[config.mk]
export PLATFORM = sky130hd
export DESIGN_NAME = dual_rail_reset_sequencer
export DESIGN_NICKNAME = d
export VERILOG_FILES = /design/src/hw/seq_pkg.sv /design/src/hw/wd_if.sv /design/src/hw/dual_rail_reset_sequencer.sv /design/src/hw/window_watchdog.sv
export VERILOG_INCLUDE_DIRS = /design/src /design/src/hw
export SDC_FILE = /design/constraint.sdc
export NUM_CORES = 1
export LEC_CHECK = 0
export BUFFER_PORTS_ARGS = -buffer_cell sky130_fd_sc_hd__buf_2
export CAP_MARGIN = 40
export CORE_MARGIN = 5
export CORE_UTILIZATION = 45
export DETAILED_ROUTE_END_ITERATION = 16
export SYNTH_ARGS = -nofsm -noshare
export SYNTH_HDL_FRONTEND = slang
export SYNTH_HIERARCHICAL = 1
export SYNTH_SLANG_ARGS = --single-unit
export TNS_END_PERCENT = 5
[constraint.sdc]
create_clock -name mclk -period 10.7 [get_ports mclk]
set_input_delay 2.14 -clock mclk [delete_from_list [all_inputs] [get_ports mclk]]
set_output_delay 2.14 -clock mclk [all_outputs]
set_load 0.01 [all_outputs]
[src/hw/seq_map.svh]
// Timing and encoding constants for the dual rail reset sequencer.
// Assumes a 100 MHz mclk; the tick is converted to cycles here, all other times to 1 us ticks.
// Operation
// - Tied select: channel 1 first, channel 2 waits
// - Open select: both channels start together
// - High: channel 1 timer starts at threshold
// - High/open: independent channel 2 timer
// - High: watchdog waits for both timers
// - Low: shared timer runs while both valid
// - Low: timer 1 releases both resets, watchdog
// - Open: watchdog enabled after timer 1 only
// - Reset period scales with programmed setting
// - Unprogrammed reset period about 65 us
// - Window upper bound is programmable
// - Lower bound is upper bound over 16
// - Fault pulse is upper bound over 8
// - Unprogrammed upper bound about 200 us
// - Reset held while channel below threshold
// - Invalid channel clears its running timer
// - More than two fast kicks cause fault
// - No kick within upper bound causes fault
`ifndef SEQ_MAP_SVH
`define SEQ_MAP_SVH
`define CLK_MHZ            100
`define TICK_NS            1000
`define TICK_CYCLES        ((`TICK_NS * `CLK_MHZ) / 1000)
`define RESET_MIN_US       65
`define RESET_MIN_TICKS    `RESET_MIN_US
`define WIN_UPPER_MIN_US   200
`define WIN_UPPER_MIN_TICKS `WIN_UPPER_MIN_US
`define LOWER_SHIFT        4
`define FAULT_SHIFT        3
`define FAST_KICK_LIMIT    2
`endif

[src/hw/seq_pkg.sv]
// Types shared by the sequencer files.
// Assumes seq_map.svh supplies the numeric constants.
package seq_pkg;
	typedef enum logic [1:0] {
		SEL_LOW  = 2'b00,
		SEL_HIGH = 2'b01,
		SEL_OPEN = 2'b10
	} sel_mode_t;
	typedef enum logic [1:0] {
		WD_OFF   = 2'b00,
		WD_WATCH = 2'b01,
		WD_FAULT = 2'b10
	} wd_state_t;
endpackage

[src/hw/wd_if.sv]
// Carrier between the sequencer top and its watchdog.
// Assumes one mclk domain on both sides.
`timescale 1ns/100ps
interface wd_if;
	logic        enable;
	logic        tick;
	logic        kick_fall;
	logic [19:0] upper_ticks;
	logic        fault;
	modport top (output enable, output tick, output kick_fall, output upper_ticks, input fault);
	modport dog (input enable, input tick, input kick_fall, input upper_ticks, output fault);
endinterface

[src/hw/dual_rail_reset_sequencer.sv]
// Top of the dual rail reset sequencer: channel enables, reset timers, watchdog.
// Assumes comparator results and the kick pin are asynchronous pins.
`timescale 1ns/100ps
`include "seq_map.svh"
module dual_rail_reset_sequencer #(
	parameter int TICK_CYCLES = `TICK_CYCLES
) (
	input  wire logic        mclk,
	input  wire logic        srst,
	input  wire logic        select_high,
	input  wire logic        select_low,
	input  wire logic        ch1_above_threshold,
	input  wire logic        ch2_above_threshold,
	input  wire logic [19:0] reset_ticks,
	input  wire logic [19:0] window_upper_ticks,
	input  wire logic        watchdog_kick_in,
	output logic             ch1_enable,
	output logic             ch2_enable,
	output logic             reset_out_ch1,
	output logic             reset_out_ch2,
	output logic             watchdog_fault_out
);
	import seq_pkg::*;
	logic [1:0]  sync_hi, sync_lo, sync_v1, sync_v2, sync_k;
	logic        kick_prev;
	sel_mode_t   mode;
	logic        mode_latched;
	logic [1:0]  settle;
	logic [15:0] tick_div;
	logic        tick;
	logic [19:0] timer1, timer2;
	logic        done1, done2;
	logic        valid1, valid2;
	logic        run1, run2;
	logic [19:0] reset_period;
	wd_if        wd ();

	// Two-flop synchronisers for the select, comparator and kick pins
	always_ff @(posedge mclk) begin
		if (srst) begin
			sync_hi <= '0;
			sync_lo <= '0;
			sync_v1 <= '0;
			sync_v2 <= '0;
			sync_k  <= 2'h3;
		end else begin
			sync_hi <= {sync_hi[0], select_high};
			sync_lo <= {sync_lo[0], select_low};
			sync_v1 <= {sync_v1[0], ch1_above_threshold};
			sync_v2 <= {sync_v2[0], ch2_above_threshold};
			sync_k  <= {sync_k[0], watchdog_kick_in};
		end
	end
	assign valid1 = sync_v1[1];
	assign valid2 = sync_v2[1];

	// Select latched once both sync flops hold the pin, before any channel enable; open pin reads neither
	always_ff @(posedge mclk) begin
		if (srst) begin
			mode         <= SEL_OPEN;
			mode_latched <= 1'b0;
			settle       <= '0;
		end else if (!mode_latched) begin
			if (settle != 2'h2) begin
				settle <= settle + 2'h1; // Sync flops still carry their reset values
			end else begin
				mode_latched <= 1'b1;
				if (sync_hi[1])
					mode <= SEL_HIGH;
				else if (sync_lo[1])
					mode <= SEL_LOW;
				else
					mode <= SEL_OPEN;
			end
		end
	end

	// Common timebase enable pulse
	always_ff @(posedge mclk) begin
		if (srst) begin
			tick_div <= '0;
			tick     <= 1'b0;
		end else if (tick_div == 16'(TICK_CYCLES - 1)) begin
			tick_div <= '0;
			tick     <= 1'b1;
		end else begin
			tick_div <= tick_div + 16'h1;
			tick     <= 1'b0;
		end
	end

	// Channel enables; open mode starts both together
	always_ff @(posedge mclk) begin
		if (srst) begin
			ch1_enable <= 1'b0;
			ch2_enable <= 1'b0;
		end else if (mode_latched) begin
			ch1_enable <= 1'b1;
			if (mode == SEL_OPEN)
				ch2_enable <= 1'b1;
			else
				ch2_enable <= valid1;
		end
	end

	// Zero setting means no capacitor: fall back to the minimum
	assign reset_period = (reset_ticks == 20'h0) ? 20'(`RESET_MIN_TICKS) : reset_ticks;
	assign run1 = (mode == SEL_LOW) ? (valid1 && valid2) : valid1;
	assign run2 = valid2;

	// Timer 1; restarts from zero whenever its condition drops
	always_ff @(posedge mclk) begin
		if (srst || !mode_latched || !run1) begin
			timer1 <= '0;
			done1  <= 1'b0;
		end else if (tick && !done1) begin
			if (timer1 + 20'h1 >= reset_period)
				done1 <= 1'b1;
			timer1 <= timer1 + 20'h1;
		end
	end

	// Timer 2 unused in low mode
	always_ff @(posedge mclk) begin
		if (srst || !mode_latched || !run2 || mode == SEL_LOW) begin
			timer2 <= '0;
			done2  <= 1'b0;
		end else if (tick && !done2) begin
			if (timer2 + 20'h1 >= reset_period)
				done2 <= 1'b1;
			timer2 <= timer2 + 20'h1;
		end
	end

	// Reset outputs, high active means held in reset
	always_ff @(posedge mclk) begin
		if (srst) begin
			reset_out_ch1 <= 1'b1;
			reset_out_ch2 <= 1'b1;
		end else if (mode == SEL_LOW) begin
			reset_out_ch1 <= !(done1 && valid1);
			reset_out_ch2 <= !(done1 && valid2);
		end else begin
			reset_out_ch1 <= !(done1 && valid1);
			reset_out_ch2 <= !(done2 && valid2);
		end
	end

	// Kick falling edge detect, read from second flop only
	always_ff @(posedge mclk) begin
		if (srst)
			kick_prev <= 1'b1;
		else
			kick_prev <= sync_k[1];
	end

	// Watchdog enable per mode; reset 2 only stops it in the tied modes
	always_comb begin
		case (mode)
			SEL_HIGH: wd.enable = done1 && done2;
			SEL_LOW:  wd.enable = done1;
			SEL_OPEN: wd.enable = done1;
			default:  wd.enable = 1'b0;
		endcase
		if (reset_out_ch1 || (reset_out_ch2 && mode != SEL_OPEN) || !mode_latched)
			wd.enable = 1'b0;
	end
	assign wd.tick        = tick;
	assign wd.kick_fall   = kick_prev && !sync_k[1];
	assign wd.upper_ticks = (window_upper_ticks == 20'h0) ? 20'(`WIN_UPPER_MIN_TICKS)
	                                                      : window_upper_ticks;

	window_watchdog u_dog (
		.mclk (mclk),
		.srst (srst),
		.wd   (wd.dog)
	);

	// Registered fault output
	always_ff @(posedge mclk) begin
		if (srst)
			watchdog_fault_out <= 1'b0;
		else
			watchdog_fault_out <= wd.fault;
	end
endmodule

[src/hw/window_watchdog.sv]
// Window watchdog counted on the shared timebase tick.
// Assumes kick_fall is already synchronised and one cycle wide.
`timescale 1ns/100ps
`include "seq_map.svh"
module window_watchdog (
	input  wire logic mclk,
	input  wire logic srst,
	wd_if.dog         wd
);
	import seq_pkg::*;
	wd_state_t   state;
	logic [19:0] elapsed;
	logic [1:0]  fast_kicks;
	logic [19:0] lower_ticks;
	logic [19:0] fault_ticks;

	// Derived bounds share one programmed base
	assign lower_ticks = wd.upper_ticks >> `LOWER_SHIFT;
	assign fault_ticks = wd.upper_ticks >> `FAULT_SHIFT;
	assign wd.fault    = (state == WD_FAULT);

	// Window tracking; kicks during the fault pulse are ignored
	always_ff @(posedge mclk) begin
		if (srst || !wd.enable) begin
			state      <= WD_OFF;
			elapsed    <= '0;
			fast_kicks <= '0;
		end else begin
			case (state)
				WD_OFF: begin
					state      <= WD_WATCH;
					elapsed    <= '0;
					fast_kicks <= '0;
				end
				WD_WATCH: begin
					if (wd.kick_fall) begin
						if (elapsed < lower_ticks && fast_kicks == 2'(`FAST_KICK_LIMIT)) begin
							state   <= WD_FAULT;
							elapsed <= '0;
						end else if (elapsed < lower_ticks) begin
							fast_kicks <= fast_kicks + 2'h1;
							// A tick in the kick cycle still counts, so the window does not stretch
							if (wd.tick)
								elapsed <= elapsed + 20'h1;
						end else begin
							elapsed    <= '0;
							fast_kicks <= '0;
						end
					end else if (wd.tick) begin
						if (elapsed + 20'h1 >= wd.upper_ticks) begin
							state   <= WD_FAULT;
							elapsed <= '0;
						end else begin
							elapsed <= elapsed + 20'h1;
						end
					end
				end
				WD_FAULT: begin
					if (wd.tick) begin
						if (elapsed + 20'h1 >= fault_ticks) begin
							state      <= WD_WATCH;
							elapsed    <= '0;
							fast_kicks <= '0;
						end else begin
							elapsed <= elapsed + 20'h1;
						end
					end
				end
				default: state <= WD_OFF;
			endcase
		end
	end
endmodule

==> flow_summary.yaml <==
run_status:
  outcome: "finished clean"
synthesis:
  async_flop_share: 0
  synth_area_leader_cell: "dfxtp_1"
  avgSynthCellArea_um2: 8.211
  seq_area_frac_synth: 0.2718
  synthTopCellsByArea: "dfxtp_1 (27%), ha_1 (16%), xor2_1 (5.8%), xnor2_1 (5.1%), nor2_1 (5.1%)"
  yosys_warnings: 6
  synth_nets: 1079
  synth_seq_cells: 104
  yosysUniqueCellTypes: 72
  synth-main-ff-cell: "dfxtp_1"
  syn_inst: 933
  synth_commonest_cells: "dfxtp_1 (104), nor2_1 (104), ha_1 (99)"
  synth-edff-count: 0
  synth.top_cell.area_share: 0.2718
  synthesis.area_mm2: 0.007661
route:
  viasPerCell: 5.357
  first_iter_violations: 277
  wl_met2_um: 7465
  drc: 0
  wl_met3_um: 703
  detail-route-antenna-nets: 0
  highest_layer: "met4"
  vias: 6305
  routed_wl_um: 17200
  drt-met1-wl_um: 8769
  wire_per_inst_um: 14.61
  first_pass_iters: 5
critical_path:
  worstPathRequired_ps: 10970
  crit_type: "primary input to register"
  cp-start-kind: "primary input"
  cp-end-kind: "register"
  arrival_ps: 6260
  cp_max_fo: 19
die:
  dieArea_mm2: 0.01973
  placeableCoreArea_mm2: 0.01664
  die_x_um: 140.5
  pin_count: 52
  die_y_um: 140.5
  start_util: 0.4603
  row_count: 47
power:
  peakVddDrop_uv: 103.0
  p_leak_nw: 3.625
  p_per_area_mw_per_mm2: 98.28
timing:
  period_needed_ps: 5988
  fin_ws_ps: 4712
  hold_viol_final: 0
  fmax_mhz: 167.0
  fin_crit_sh: 0.5596
  tns_ps: 0
  setup_violations: 0
  final_max_slew_viol_count: 0
  skew_ps: 11.21
  rsz0062_at_grt: "false"
  worst_slew_pin_slew_ps: 935.3
  max_slew_margin: 0.3765
finish:
  drive_gt1_frac: 0.1045
  nets: 1098
  antenna_cells: 0
  areaGrowthSynthToFinish_pct: 8.378
  post-route-util: 0.4989
  final_cells: 1177
  fillerInstances: 1642
cts:
  clock-sinks: 104
  cts_tree: "yes"
  hold_buffers: 0
  cts_resized: 0
  clk_pin_slew_worst_paths_ps: 80
  clock_latency_ps: 360
  cts_buffers: 9
  cts_buffer_depth: 2
  root_buffer: "clkbuf_16"
  h-tree-depth: 3
  post_cts_buffers: 0
place:
  pre_cts_slack_ps: 4378
  dp.cells: 1161
  dp.final_hpwl_um: 13570
  portBuffers: 51
  gp_congestion: 0.8834
global_route:
  grt_usage: 0.1737
  antenna_found_initial: 0
  grt_pass1_wl_um: 28550
  grt_pass1_vias: 5862
  grt_max_degree: 25
  overflow: 0
min_path:
  min_path_type: "register to register"
flow_run:
  cap_violations: 0
cell usage in the layout (no fill, tap or decap), drive strengths merged, types with 6 or more instances in the layout:
master and count:
nor2 104, dfxtp 104, ha 99, nand2 81, inv 58, buf 54, xor2 51, xnor2 45
a21oi 41, nand3 39, nand4 28, o21ai 27, nor2b 21, nor4 19, or3 16, nor3 14
a21o 13, and3 12, nand2b 11, a22o 11, a211oi 10, clkbuf 9, or2 8, and4 6
and2 6, o31ai 6
kinds of logic after synthesis:
logic type,Yosys count,synth area share
and+or+nand+nor,375,0.2548
AOI/OAI and AO/OA,151,0.1357
DFF,104,0.2718
buffers and inverters,102,0.05830
adders and majority gates,99,0.1617
xor gates and xnor gates,96,0.1098
muxes,6,0.008003
worst paths after layout:
kind	from	endpoint	slack, ps	cells after the start
max reg2reg	u_dog/elapsed[0]	u_dog/elapsed[1]	5820	14
max	window_upper_ticks[15]	u_dog/elapsed[11]	4710	14
min	sync_k[0]	sync_k[1]	440	1
min reg2reg	sync_k[0]	sync_k[1]	440	1
power by group:
part,leakage [nW],internal [W],switching (W)
Clock,0.147,0.000167,0.000171
Sequential,0.842,0.000397,0.00000854
Combinational,2.64,0.0000315,0.0000410
Total,3.62,0.000596,0.000220
critical path, stage by stage:
cell       delay [ps]
buf_2             100
nor4_1            480
nand3_1           170
nor2_1            160
or2_2             120
inv_1              60
ha_1              310
a211oi_1          240
o21ai_1           100
a2111oi_0         800
o2111ai_1         380
a21oi_2           810
o2bb2a_1          320
o31ai_2            60
final cells by class:
| type | count | area (um2) | area share |
|---|---|---|---|
| tap | 220 | 275.3 | 0.03315 |
| inverter | 56 | 210.2 | 0.02532 |
| multi-input combinational | 727 | 5140 | 0.6190 |
| sequential | 104 | 2082 | 0.2508 |
| timing repair buffer | 54 | 285.3 | 0.03436 |
| clock inverter | 7 | 85.08 | 0.01025 |
| clock buffer | 9 | 225.2 | 0.02712 |
sequential cells by signal, summed over array words and instances, names as in the netlist, 16 cells and up:
signal	cells
timer1	20
tick_div	16
u_dog/elapsed	20
timer2	20
routing by layer:
layer	up-vias	track usage
met3	20	0.02556
met2	89	0.2631
met5	-	0
li1	3319	-
met1	2877	0.2547
met4	0	0.05150
metrics by stage:
step           hold slack (ps)  power (W)  area (um2)
5_1_grt                  457.5  0.0008550        8303
2_1_floorplan            389.5  0.0004635        7661
3_3_place_gp             418.2  0.0004862        7978
6_report                 439.1  0.0008160        8303
3_5_place_dp             422.6  0.0004872        7993
4_1_cts                  442.7  0.0008271        8303
(Power assumes the default switching activity.)
